[config.mk]
export PLATFORM = sky130hd
export DESIGN_NAME = cfm_flag_mask
export DESIGN_NICKNAME = d
export VERILOG_FILES = /design/src/cfm_pkg.sv /design/src/cfm_flag_mask.sv
export VERILOG_INCLUDE_DIRS = /design/src
export SDC_FILE = /design/constraint.sdc
export NUM_CORES = 1
export LEC_CHECK = 0
export ABC_AREA = 1
export BUFFER_PORTS_ARGS = -buffer_cell sky130_fd_sc_hd__buf_2
export CORE_MARGIN = 3
export CORE_UTILIZATION = 51
export CTS_CLUSTER_DIAMETER = 80
export DETAILED_ROUTE_END_ITERATION = 8
export PLACE_DENSITY = 0.72
export SYNTH_ARGS = -nofsm -noshare
export SYNTH_HDL_FRONTEND = slang
export SYNTH_SLANG_ARGS = --single-unit
export TNS_END_PERCENT = 50
[constraint.sdc]
create_clock -name clk -period 1.5 [get_ports clk]
set_clock_uncertainty 0.2 [all_clocks]
set_input_delay 0.45 -clock clk [delete_from_list [all_inputs] [get_ports clk]]
set_output_delay 0.45 -clock clk [all_outputs]
set_load 0.02 [all_outputs]
[src/cfm_regs.svh]
/*
  register offsets, field positions, reset values and valid-bit masks
  of the charger flag and mask register group.
  assumes it is included by bare name from the package and the design.
*/
`ifndef CFM_REGS_SVH
`define CFM_REGS_SVH

// ==========================================
// offsets
`define CFM_ADDR_CS_FLAGS 8'h03
`define CFM_ADDR_FAULT_FLAGS 8'h04
`define CFM_ADDR_THERM_FLAGS 8'h05
`define CFM_ADDR_TIMER_FLAGS 8'h06
`define CFM_ADDR_CS_MASK 8'h07
`define CFM_ADDR_FAULT_MASK 8'h08
`define CFM_ADDR_THERM_MASK 8'h09
`define CFM_ADDR_TIMER_MASK 8'h0a

// ==========================================
// implemented bits of each flag register
`define CFM_CS_VALID 8'h7f
`define CFM_FAULT_VALID 8'hbf
`define CFM_THERM_VALID 8'h01
`define CFM_TIMER_VALID 8'h77

// ==========================================
// reset values
`define CFM_FLAG_RESET 8'h00
`define CFM_CS_MASK_RESET 8'h00
`define CFM_FAULT_MASK_RESET 8'h00
`define CFM_THERM_MASK_RESET 4'h1
`define CFM_THERM_MASK_TOP 4'h7
`define CFM_TIMER_MASK_RESET 8'h00

// ==========================================
// field positions
`define CFM_BIT_THERMISTOR_OPEN 0
`define CFM_BIT_WATCHDOG 6
`define CFM_BIT_SAFETY_TIMER 5
`define CFM_BIT_REG_OVERCURRENT 4
`define CFM_BIT_WAKE_ONE 2
`define CFM_BIT_WAKE_TWO 1
`define CFM_BIT_RESET_WARN 0
`define CFM_BIT_POWER_GOOD 0

`endif

[src/cfm_pkg.sv]
/*
  types of the charger flag and mask register group.
  assumes cfm_regs.svh is on the include path.
*/
package cfm_pkg;
  `include "cfm_regs.svh"

  // ==========================================
  // power-up tracking for the power-good interrupt
  typedef enum logic [1:0] {
    CFM_ST_STARTUP = 2'b01,
    CFM_ST_RUN = 2'b10
  } cfm_state_t;
endpackage : cfm_pkg

[src/cfm_flag_mask.sv]
/*
  flag and mask register group of a charger: four clear-on-read flag
  registers, four read/write mask registers and an interrupt request.
  assumes the serial front end delivers one-cycle read and write strobes
  with address and data synchronous to clk, and that condition detectors
  deliver one-cycle event pulses.
*/
`timescale 1ns/10ps
`include "cfm_regs.svh"

// ==========================================
// one clear-on-read flag register
module cfm_rc_flag #(
  parameter int WIDTH = 8,
  parameter logic [WIDTH-1:0] VALID = '1
) (
  // clock and reset
  input wire logic clk,
  input wire logic nrst,
  // events and read strobe
  input wire logic [WIDTH-1:0] set_in,
  input wire logic clr,
  // state
  output logic [WIDTH-1:0] flag_q,
  output logic [WIDTH-1:0] new_set
);
  logic [WIDTH-1:0] flag_reg;
  logic [WIDTH-1:0] flag_next;

  // set wins over the read clear so no event is lost
  always_comb begin
    flag_next = ((clr ? '0 : flag_reg) | set_in) & VALID;
    new_set = set_in & VALID & (~flag_reg | {WIDTH{clr}});
  end

  always_ff @(posedge clk or negedge nrst) begin
    if (!nrst) begin
      flag_reg <= '0;
    end else begin
      flag_reg <= flag_next;
    end
  end

  assign flag_q = flag_reg;
endmodule : cfm_rc_flag

// ==========================================
// top of the register group
module cfm_flag_mask
  import cfm_pkg::*;
(
  // clock and reset
  input wire logic clk,
  input wire logic nrst,
  // register access from the serial front end
  input wire logic [7:0] reg_addr,
  input wire logic reg_wr,
  input wire logic reg_rd,
  input wire logic [7:0] reg_wdata,
  output logic [7:0] reg_rdata,
  // charge-status events, bit 6 down to 0
  input wire logic [6:0] charge_status_event,
  // fault and temperature-region events, bit 6 unused
  input wire logic [7:0] fault_event,
  // thermistor and timer events
  input wire logic thermistor_open_event,
  input wire logic watchdog_expired_event,
  input wire logic safety_timer_expired_event,
  input wire logic regulator_overcurrent_event,
  input wire logic button_wake_one_event,
  input wire logic button_wake_two_event,
  input wire logic button_reset_warning_event,
  // power-up condition levels
  input wire logic input_power_good,
  input wire logic battery_below_uvlo,
  // interrupt request toward the host
  output logic irq_pulse
);
  // ==========================================
  // flag registers
  logic [7:0] cs_set;
  logic [7:0] timer_set;
  logic [7:0] therm_set;
  logic [7:0] cs_flags;
  logic [7:0] fault_flags;
  logic [7:0] therm_flags;
  logic [7:0] timer_flags;
  logic [7:0] cs_new;
  logic [7:0] fault_new;
  logic [7:0] therm_new;
  logic [7:0] timer_new;
  logic rd_cs;
  logic rd_fault;
  logic rd_therm;
  logic rd_timer;

  always_comb begin
    cs_set = {1'b0, charge_status_event};
    therm_set = 8'h00;
    therm_set[`CFM_BIT_THERMISTOR_OPEN] = thermistor_open_event;
    timer_set = 8'h00;
    timer_set[`CFM_BIT_WATCHDOG] = watchdog_expired_event;
    timer_set[`CFM_BIT_SAFETY_TIMER] = safety_timer_expired_event;
    timer_set[`CFM_BIT_REG_OVERCURRENT] = regulator_overcurrent_event;
    timer_set[`CFM_BIT_WAKE_ONE] = button_wake_one_event;
    timer_set[`CFM_BIT_WAKE_TWO] = button_wake_two_event;
    timer_set[`CFM_BIT_RESET_WARN] = button_reset_warning_event;
    rd_cs = reg_rd && (reg_addr == `CFM_ADDR_CS_FLAGS);
    rd_fault = reg_rd && (reg_addr == `CFM_ADDR_FAULT_FLAGS);
    rd_therm = reg_rd && (reg_addr == `CFM_ADDR_THERM_FLAGS);
    rd_timer = reg_rd && (reg_addr == `CFM_ADDR_TIMER_FLAGS);
  end

  cfm_rc_flag #(.WIDTH(8), .VALID(`CFM_CS_VALID)) u_cs_flags (
    .clk(clk),
    .nrst(nrst),
    .set_in(cs_set),
    .clr(rd_cs),
    .flag_q(cs_flags),
    .new_set(cs_new)
  );

  // reserved bit 6 never sets
  cfm_rc_flag #(.WIDTH(8), .VALID(`CFM_FAULT_VALID)) u_fault_flags (
    .clk(clk),
    .nrst(nrst),
    .set_in(fault_event),
    .clr(rd_fault),
    .flag_q(fault_flags),
    .new_set(fault_new)
  );

  cfm_rc_flag #(.WIDTH(8), .VALID(`CFM_THERM_VALID)) u_therm_flags (
    .clk(clk),
    .nrst(nrst),
    .set_in(therm_set),
    .clr(rd_therm),
    .flag_q(therm_flags),
    .new_set(therm_new)
  );

  cfm_rc_flag #(.WIDTH(8), .VALID(`CFM_TIMER_VALID)) u_timer_flags (
    .clk(clk),
    .nrst(nrst),
    .set_in(timer_set),
    .clr(rd_timer),
    .flag_q(timer_flags),
    .new_set(timer_new)
  );

  // ==========================================
  // mask registers
  logic [7:0] cs_mask_reg;
  logic [7:0] cs_mask_next;
  logic [7:0] fault_mask_reg;
  logic [7:0] fault_mask_next;
  logic [3:0] therm_mask_reg;
  logic [3:0] therm_mask_next;
  logic [7:0] timer_mask_reg;
  logic [7:0] timer_mask_next;

  always_comb begin
    cs_mask_next = cs_mask_reg;
    fault_mask_next = fault_mask_reg;
    therm_mask_next = therm_mask_reg;
    timer_mask_next = timer_mask_reg;
    if (reg_wr && (reg_addr == `CFM_ADDR_CS_MASK)) begin
      cs_mask_next = reg_wdata;
    end else if (reg_wr && (reg_addr == `CFM_ADDR_FAULT_MASK)) begin
      fault_mask_next = reg_wdata;
    end else if (reg_wr && (reg_addr == `CFM_ADDR_THERM_MASK)) begin
      therm_mask_next = reg_wdata[3:0];
    end else if (reg_wr && (reg_addr == `CFM_ADDR_TIMER_MASK)) begin
      timer_mask_next = reg_wdata;
    end
  end

  always_ff @(posedge clk or negedge nrst) begin
    if (!nrst) begin
      cs_mask_reg <= `CFM_CS_MASK_RESET;
      fault_mask_reg <= `CFM_FAULT_MASK_RESET;
      therm_mask_reg <= `CFM_THERM_MASK_RESET;
      timer_mask_reg <= `CFM_TIMER_MASK_RESET;
    end else begin
      cs_mask_reg <= cs_mask_next;
      fault_mask_reg <= fault_mask_next;
      therm_mask_reg <= therm_mask_next;
      timer_mask_reg <= timer_mask_next;
    end
  end

  // ==========================================
  // power-up power-good suppression
  cfm_state_t state_reg;
  cfm_state_t state_next;
  logic pg_quiet_reg;
  logic pg_quiet_next;

  // levels are caught by a clocked step after reset release, not by reset
  always_comb begin
    state_next = state_reg;
    pg_quiet_next = pg_quiet_reg;
    case (state_reg)
      CFM_ST_STARTUP: begin
        pg_quiet_next = input_power_good && battery_below_uvlo;
        state_next = CFM_ST_RUN;
      end
      CFM_ST_RUN: begin
        if (rd_cs) begin
          pg_quiet_next = 1'b0;
        end
      end
      default: begin
        state_next = CFM_ST_STARTUP;
      end
    endcase
  end

  always_ff @(posedge clk or negedge nrst) begin
    if (!nrst) begin
      state_reg <= CFM_ST_STARTUP;
      pg_quiet_reg <= 1'b0;
    end else begin
      state_reg <= state_next;
      pg_quiet_reg <= pg_quiet_next;
    end
  end

  // ==========================================
  // interrupt request and read data
  logic [7:0] cs_gate;
  logic irq_next;
  logic [7:0] rdata_reg;
  logic [7:0] rdata_next;

  always_comb begin
    cs_gate = ~cs_mask_reg;
    // startup window and the quiet flag both hold off the power-good request
    if (pg_quiet_next || (state_reg == CFM_ST_STARTUP)) begin
      cs_gate[`CFM_BIT_POWER_GOOD] = 1'b0;
    end
    irq_next = |(cs_new & cs_gate)
      | |(fault_new & ~fault_mask_reg)
      | |(therm_new[0] & ~therm_mask_reg[0])
      | |(timer_new & ~timer_mask_reg);
    rdata_next = rdata_reg;
    if (reg_rd) begin
      if (reg_addr == `CFM_ADDR_CS_FLAGS) begin
        rdata_next = cs_flags;
      end else if (reg_addr == `CFM_ADDR_FAULT_FLAGS) begin
        rdata_next = fault_flags;
      end else if (reg_addr == `CFM_ADDR_THERM_FLAGS) begin
        rdata_next = therm_flags;
      end else if (reg_addr == `CFM_ADDR_TIMER_FLAGS) begin
        rdata_next = timer_flags;
      end else if (reg_addr == `CFM_ADDR_CS_MASK) begin
        rdata_next = cs_mask_reg;
      end else if (reg_addr == `CFM_ADDR_FAULT_MASK) begin
        rdata_next = fault_mask_reg;
      end else if (reg_addr == `CFM_ADDR_THERM_MASK) begin
        rdata_next = {`CFM_THERM_MASK_TOP, therm_mask_reg};
      end else if (reg_addr == `CFM_ADDR_TIMER_MASK) begin
        rdata_next = timer_mask_reg;
      end else begin
        rdata_next = 8'h00;
      end
    end
  end

  always_ff @(posedge clk or negedge nrst) begin
    if (!nrst) begin
      irq_pulse <= 1'b0;
      rdata_reg <= 8'h00;
    end else begin
      irq_pulse <= irq_next;
      rdata_reg <= rdata_next;
    end
  end

  assign reg_rdata = rdata_reg;
endmodule : cfm_flag_mask

==> results.py, run 1 <==
metrics = {
    "timing": {
        "final.min_clock_period_ns": 1.58,
        "fin_crit_sh_pct": 105,
        "tightestPinTransition_ns": 0.328,
        "timing.fmax_ghz": 0.633,
        "grt_setup_unrepaired": "yes",
        "final_setup_violation_count": 23,
        "worst_slew_margin_rel_pct": 78.1,
        "hold_violation_total_from_the_final_report": 0,
        "final-max-slew-violation-count": 0,
        "finalWorstSetupSlack_ns": -0.0796,
    },
    "clocking": {
        "cts_htree_levels": 3,
        "clk_root_buffer_cell": "sky130_fd_sc_hd__clkbuf_8",
        "clock_sinks": 61,
        "clk_pin_slew_worst_paths_ns": 0.07,
        "cts_made_buffers": 9,
        "tritoncts": "done",
        "clock_tree.buffer_depth": 2,
        "clk_latency_ns": 0.35,
    },
    "yosys": {
        "ys_seq_elements": 61,
        "yosys_most_used_dff": "sky130_fd_sc_hd__dfrtp_1",
        "postSynthAreaPerCell_um2": 7.59,
        "synth_cells": 423,
        "post-synth-top-area-fraction_pct": 46.0,
        "post_synthesis_sequential_area_ratio_pct": 47.6,
        "yosysTopAreaCell": "sky130_fd_sc_hd__dfrtp_1",
        "post_synth_instance_area_um2": 3210,
        "synth.yosys.warnings": 0,
        "async_set_or_reset_flop_fraction_in_the_synthesized_netlist_pct": 100,
        "synth.lib_cells_used.distinct": 34,
        "synth_enable_flop_cells": 0,
        "synthesis.nets": 469,
        "yosys-top-cells-area": "sky130_fd_sc_hd__dfrtp_1 (46%), sky130_fd_sc_hd__nand2_1 (18%), sky130_fd_sc_hd__inv_1 (6.0%), sky130_fd_sc_hd__nor2_1 (4.0%), sky130_fd_sc_hd__o21ai_0 (3.9%)",
    },
    "drt": {
        "first_iter_violations": 193,
        "route.final.wire_length_mm": 9.24,
        "dr.pass1.iters": 4,
        "vias": 3181,
        "drc": 0,
        "final_antenna_net_count": 0,
        "route.detailed.wl_per_inst_um": 14.9,
        "avgViaCountPerCell": 5.13,
    },
    "place": {
        "place_congestion": 0.934,
        "dp_hpwl_mm": 6.53,
        "post_dp_cell_area_um2": 3920,
        "io_buffer_count": 51,
    },
    "global_route": {
        "grt_antenna_before_repair": 0,
        "global_route.usage.total_pct": 25.7,
        "grt_start_max_net_pins": 62,
        "vias_in_the_first_global_route": 2994,
        "global_route.overflow_total": 0,
        "wire_length_of_the_first_global_routing_pass_mm": 14.4,
    },
    "worst_setup_path": {
        "critPathKind": "reg -> reg",
        "worst_path_largest_cell_delay_ns": 0.54,
        "critical_path.cell_chain": "inv_2, ha_4, inv_2, nand2_1, nand2_1, nand3_1, nand2_1, nor2_1, nand2_1",
        "critical_path_arrival_ns": 1.62,
        "cp_top_family": "flip-flops",
        "critical-path-top-cell-by-count": "sky130_fd_sc_hd__nand2_1",
        "worstPathMaxFanout": 2,
        "critPathBufInv": 2,
        "worst-r2r-cell-count": 9,
        "cell_depth_of_the_worst_setup_path": 9,
        "required_time_reported_for_the_critical_path_endpoint_ns": 1.54,
        "critPathSlowestCell": "sky130_fd_sc_hd__dfstp_2",
        "crit_path_start_kind": "register",
        "end_kind": "register",
    },
    "cells_and_area": {
        "total_number_of_nets_in_the_final_design": 586,
        "area.growth.synth_to_final_pct": 41.6,
        "proportion_of_layout_cells_with_a_drive_suffix_above_1_pct": 35.4,
        "final_instance_area_um2": 4550,
        "n_antenna_cell": 0,
    },
    "die": {
        "initial_utilization_pct": 53.6,
        "die_width_um": 85.3,
        "site_rows": 28,
        "io_pins": 53,
        "coreArea_um2": 5990,
        "design.die.area_um2": 7280,
        "die_height_um": 85.3,
    },
    "min_path": {
        "timing.hold.worst_path_depth": 3,
        "hold_path.class": "in -> reg",
    },
    "run_status": {
        "violations": "negative setup slack",
        "result_of_the_run": "finished, violations left",
    },
    "power_and_ir_drop": {
        "peakVddDrop_v": 0.000898,
        "fin_total_pwr_mw": 3.79,
        "static-leakage-power_nw": 2.52,
        "power.density_nw_per_um2": 835,
    },
    "flow_run": {
        "drv_cap": 0,
    },
}
-- cell usage after synthesis, drive strengths merged (4+ instances only) --
library cell,number
nand2,165
dfrtp,59
inv,56
nor2,38
o21ai,35
nand3,21
a21oi,16
nand4,9
buf,6
or2,4
-- per-layer routing --
metal | share of wire (%) | vias to the layer above | track usage [%]
met5 | 0 | - | 0
met4 | 3.0 | 0 | 9.64
met3 | 6.4 | 27 | 7.09
met2 | 50 | 103 | 41.1
li1 | - | 1564 | -
met1 | 41 | 1487 | 33.3
-- layout by cell type, fill, tap and decap left out, types with 2 or more instances in the layout --
| cell type | Yosys | final |
|---|---|---|
| sky130_fd_sc_hd__nand3_2 | 3 | 4 |
| sky130_fd_sc_hd__or2_0 | 2 | 2 |
| sky130_fd_sc_hd__nor2_8 | 2 | 2 |
| sky130_fd_sc_hd__nand3_4 | 0 | 2 |
| sky130_fd_sc_hd__inv_4 | 0 | 4 |
| sky130_fd_sc_hd__o21ai_1 | 2 | 4 |
| sky130_fd_sc_hd__a21oi_1 | 15 | 12 |
| sky130_fd_sc_hd__nand2_4 | 2 | 7 |
| sky130_fd_sc_hd__clkbuf_8 | 0 | 11 |
| sky130_fd_sc_hd__o21ai_2 | 8 | 8 |
| sky130_fd_sc_hd__o21ai_0 | 25 | 23 |
| sky130_fd_sc_hd__a21oi_2 | 1 | 4 |
| sky130_fd_sc_hd__clkinv_2 | 0 | 2 |
| sky130_fd_sc_hd__nor2_1 | 34 | 26 |
| sky130_fd_sc_hd__nand4_1 | 8 | 8 |
| sky130_fd_sc_hd__buf_12 | 0 | 2 |
| sky130_fd_sc_hd__dfrtp_1 | 59 | 59 |
| sky130_fd_sc_hd__nor2_4 | 0 | 6 |
| sky130_fd_sc_hd__o211ai_1 | 2 | 2 |
| sky130_fd_sc_hd__nor2_2 | 2 | 4 |
| sky130_fd_sc_hd__dfstp_2 | 2 | 2 |
| sky130_fd_sc_hd__buf_2 | 2 | 36 |
| sky130_fd_sc_hd__nand2_2 | 5 | 7 |
| sky130_fd_sc_hd__buf_8 | 0 | 3 |
| sky130_fd_sc_hd__or2_2 | 2 | 2 |
| sky130_fd_sc_hd__buf_6 | 3 | 13 |
| sky130_fd_sc_hd__nand2_1 | 158 | 150 |
| sky130_fd_sc_hd__bufinv_16 | 0 | 2 |
| sky130_fd_sc_hd__inv_2 | 5 | 8 |
| sky130_fd_sc_hd__ha_4 | 0 | 2 |
| sky130_fd_sc_hd__inv_1 | 51 | 44 |
| sky130_fd_sc_hd__buf_4 | 1 | 57 |
| sky130_fd_sc_hd__nand3_1 | 18 | 15 |
-- worst paths after layout --
kind,end,slack [ns],start
min in group asynchronous,u_cs_flags.flag_q[6],0.44,nrst
max reg2reg,irq_pulse,-0.08,state_reg[0]
min,u_therm_flags.flag_q[0],0.09,thermistor_open_event
max,irq_pulse,-0.08,state_reg[0]
max in group asynchronous,therm_mask_reg[0],0.36,nrst
min reg2reg,reg_rdata[4],0.29,reg_rdata[4]
-- through the flow --
stage               setup TNS, ns  setup slack, ns  hold WS [ns]  utilization, %  instances
floorplan                   -1.73           -0.143       -0.0456               -        423
global placement           -14.99           -0.411         0.260            65.4        588
detailed placement         -16.22           -0.439         0.260            65.4        588
CTS                        -0.473          -0.0751        0.0819            71.9        611
global route                -1.84           -0.146        0.0981            75.9        620
finish                     -0.748          -0.0796        0.0921            75.9        620
-- worst min-delay path: stages --
cell	delay (ns)
sky130_fd_sc_hd__buf_2	0.07
sky130_fd_sc_hd__inv_1	0.03
sky130_fd_sc_hd__nand2_1	0.05
-- what timing repair did --
item / CTS / global route
pin swaps: 7 / 22
hold buffers: 1 / 0
hold endpoints to repair: 59 / 0
buffers inserted: 6 / 10
resized for setup: 27 / 51
endpoints found under the setup margin: 17 / 33
gates cloned: 0 / 1
-- layout make-up --
class                      instances  area, µm²
tap                               75       93.8
clock buffer                      12        155
timing repair buffer             112        850
clock inverter                     4       70.1
fill                             447       1450
inverter                          56        230
timing repair inverter             1       6.26
multi-input combinational        299       1610
sequential                        61       1530
-- power breakdown --
group | switching (mW) | internal (mW)
sequential | 0.0427 | 1.69
clock | 0.654 | 1.02
combinational | 0.221 | 0.167
-- cells by family after synthesis --
kind of cell	Yosys count	synth area share [%]
simple gates	241	33.1
buf+inv	63	8.26
compound gates	56	10.2
fa+ha+maj	2	0.780
flops	61	47.6
Note: power is estimated with default switching activity, not from simulation.
==> run 2: changes to the inputs <==
--- a/config.mk
+++ b/config.mk
@@ -12,7 +12,8 @@
 export CORE_UTILIZATION = 51
 export CTS_CLUSTER_DIAMETER = 80
 export DETAILED_ROUTE_END_ITERATION = 8
-export PLACE_DENSITY = 0.72
+export HOLD_SLACK_MARGIN = 0.05
+export PLACE_DENSITY = 0.78
 export SYNTH_ARGS = -nofsm -noshare
 export SYNTH_HDL_FRONTEND = slang
 export SYNTH_SLANG_ARGS = --single-unit
==> run 2 against run 1 <==
  * The flow still finishes with violations (negative setup slack)
  * Register-to-register slack got worse by 0.04 ns
  * Sequential share of layout area decreased by 0.30 points
  * Utilization increased by 0.69 points
  * Setup slack got worse by 0.041 ns
  * First-iteration DRC count increased by 5.2%
  * Combinational power increased by 5%
  * Die area unchanged
  * Non-clock buffer count decreased by 2
  * Fmax decreased by 2.5%
  * Critical path type unchanged
  * Largest cell class unchanged
  * Largest power group unchanged
==> results.py, run 2 (same netlist as run 1, synthesis figures left out) <==
metrics = {
    "cells_and_area": {
        "regArea_um2": 1530,
        "multi_input_comb_area_um2": 1670,
        "total_number_of_nets_in_the_final_design": 583,
        "stdcell_count": 617,
        "area.growth.synth_to_final_pct": 42.9,
        "layout_commonest_cell": "sky130_fd_sc_hd__nand2_1",
        "most-common-layout-cells": "sky130_fd_sc_hd__nand2_1 (147), sky130_fd_sc_hd__dfrtp_1 (59), sky130_fd_sc_hd__buf_4 (47), sky130_fd_sc_hd__inv_1 (45), sky130_fd_sc_hd__buf_2 (37)",
        "n_antenna_cell": 0,
        "fillCellCount": 412,
        "final_instance_area_um2": 4590,
        "proportion_of_layout_cells_with_a_drive_suffix_above_1_pct": 36.3,
    },
    "timing": {
        "tightestPinTransition_ns": 0.355,
        "final-max-slew-violation-count": 0,
        "final.min_clock_period_ns": 1.62,
        "final_setup_violation_count": 12,
        "timing.fmax_ghz": 0.617,
        "hold_violation_total_from_the_final_report": 0,
        "holdWs_ns": 0.103,
        "worst_slew_margin_rel_pct": 76.3,
        "finalWorstSetupSlack_ns": -0.121,
        "grt_setup_unrepaired": "yes",
        "fin_crit_sh_pct": 108,
    },
    "clocking": {
        "cts_made_buffers": 9,
        "cts_htree_levels": 3,
        "clk_root_buffer_cell": "sky130_fd_sc_hd__clkbuf_8",
        "clock_tree.buffer_depth": 2,
        "clock_sinks": 61,
        "clk_pin_slew_worst_paths_ns": 0.07,
        "clk_latency_ns": 0.34,
        "tritoncts": "done",
    },
    "die": {
        "coreArea_um2": 5990,
        "design.die.area_um2": 7280,
        "io_pins": 53,
        "die_width_um": 85.3,
        "site_rows": 28,
        "initial_utilization_pct": 53.6,
        "die_height_um": 85.3,
    },
    "place": {
        "io_buffer_count": 51,
        "place_congestion": 0.969,
        "post_dp_cell_area_um2": 3940,
        "dp_cells": 589,
        "dp_hpwl_mm": 6.83,
    },
    "drt": {
        "route.detailed.wl_per_inst_um": 15.1,
        "drc": 0,
        "final_antenna_net_count": 0,
        "route.final.wire_length_mm": 9.33,
        "avgViaCountPerCell": 5.28,
        "dr.pass1.iters": 5,
        "first_iter_violations": 203,
        "vias": 3256,
    },
    "worst_setup_path": {
        "critical_path.cell_chain": "inv_2, ha_4, inv_2, nand2_1, nand2_1, nand3_1, nand2_1, nor2_1, nand2_1",
        "critical-path-top-cell-by-count": "sky130_fd_sc_hd__nand2_1",
        "worst_path_largest_cell_delay_ns": 0.54,
        "end_kind": "register",
        "worstPathMaxFanout": 2,
        "required_time_reported_for_the_critical_path_endpoint_ns": 1.52,
        "critPathKind": "reg -> reg",
        "reg2reg_to": "irq_pulse",
        "worst-r2r-cell-count": 9,
        "reg2reg_setup_slack_ns": -0.12,
        "crit_path_start_kind": "register",
        "critical_path_arrival_ns": 1.64,
        "critPathSlowestCell": "sky130_fd_sc_hd__dfstp_2",
        "regToRegStartpoint": "state_reg[0]",
    },
    "min_path": {
        "holdCritStartpoint": "safety_timer_expired_event",
        "timing.hold.worst_path_depth": 3,
        "holdPathEnd": "u_timer_flags.flag_q[5]",
        "hold_path.class": "in -> reg",
    },
    "global_route": {
        "global_route.overflow_total": 0,
        "grt_start_max_net_pins": 31,
        "global_route.usage.total_pct": 25.8,
        "grt_antenna_before_repair": 0,
        "wire_length_of_the_first_global_routing_pass_mm": 14.6,
        "vias_in_the_first_global_route": 3136,
    },
    "power_and_ir_drop": {
        "static-leakage-power_nw": 2.53,
        "peakVddDrop_v": 0.000656,
        "power.density_nw_per_um2": 804,
    },
    "run_status": {
        "violations": "negative setup slack",
        "result_of_the_run": "finished, violations left",
    },
    "flow_run": {
        "drv_cap": 0,
    },
}
-- run 2: changes by cell type in the layout (fill, tap and decap cells not counted), sizes merged --
| cell | change |
|---|---|
| buf | -2 |
| clkbuf | -1 |
-- run 2: per-layer routing --
layer | vias to the layer above | part of all wire, % | track usage (%)
li1 | 1556 | - | -
met1 | 1544 | 41 | 33.4
met2 | 129 | 49 | 42.7
met3 | 27 | 6.1 | 5.05
met4 | 0 | 3.2 | 10.1
met5 | - | 0 | 0
-- run 2: area by class of cell --
type                    count  area share [%]
multi-input cells         299            36.4
clock buffers              11            2.86
inverters                  56            4.86
flip-flops and latches     61            33.3
well taps                  75            2.05
clock inverters             5            1.64
repair buffers            110            18.8
-- run 2: worst max-delay path by stage --
| stage | start | end | slack [ns] |
|---|---|---|---|
| floorplan | reg_addr[5] | cs_mask_reg[7] | -0.14 |
| global placement | reg_addr[5] | irq_pulse | -0.42 |
| detailed placement | reg_addr[3] | irq_pulse | -0.43 |
| CTS | state_reg[0] | irq_pulse | -0.09 |
| global route | state_reg[0] | irq_pulse | -0.17 |
| finish | state_reg[0] | irq_pulse | -0.12 |
-- run 2: where the power goes --
part,internal (mW),leakage (nW),switching [mW]
clock,0.928,0.107,0.623
sequential,1.69,0.724,0.0426
combinational,0.175,1.70,0.232
-- run 2: metrics by stage --
stage                     setup WS [ns]  setup TNS (ns)  power (mW)  utilization, %
after floorplan                  -0.143           -1.73        1.89               -
after global placement           -0.415          -14.89        2.08            65.7
after detailed placement         -0.427          -15.72        2.09            65.7
after CTS                       -0.0911          -0.330        3.65            72.2
after global routing             -0.168           -1.10        3.81            76.6
final                            -0.121          -0.352        3.69            76.6
-- run 2: critical path, delay by kind of cell, from the launching register on --
kind	cells	cell delay, ns
AND/OR/NAND/NOR	6	0.44
buffers and inverters	2	0.08
adder cells (fa/ha/maj)	1	0.25
flip-flops	1	0.54
-- run 2: what timing repair did --
action | in CTS | in global routing
gates resized for setup | 34 | 60
pin swaps | 14 | 33
endpoints found under the setup margin | 20 | 39
endpoints found under the hold margin | 11 | 0
hold buffers | 1 | 0
gates cloned | 0 | 0
setup buffers | 8 | 3
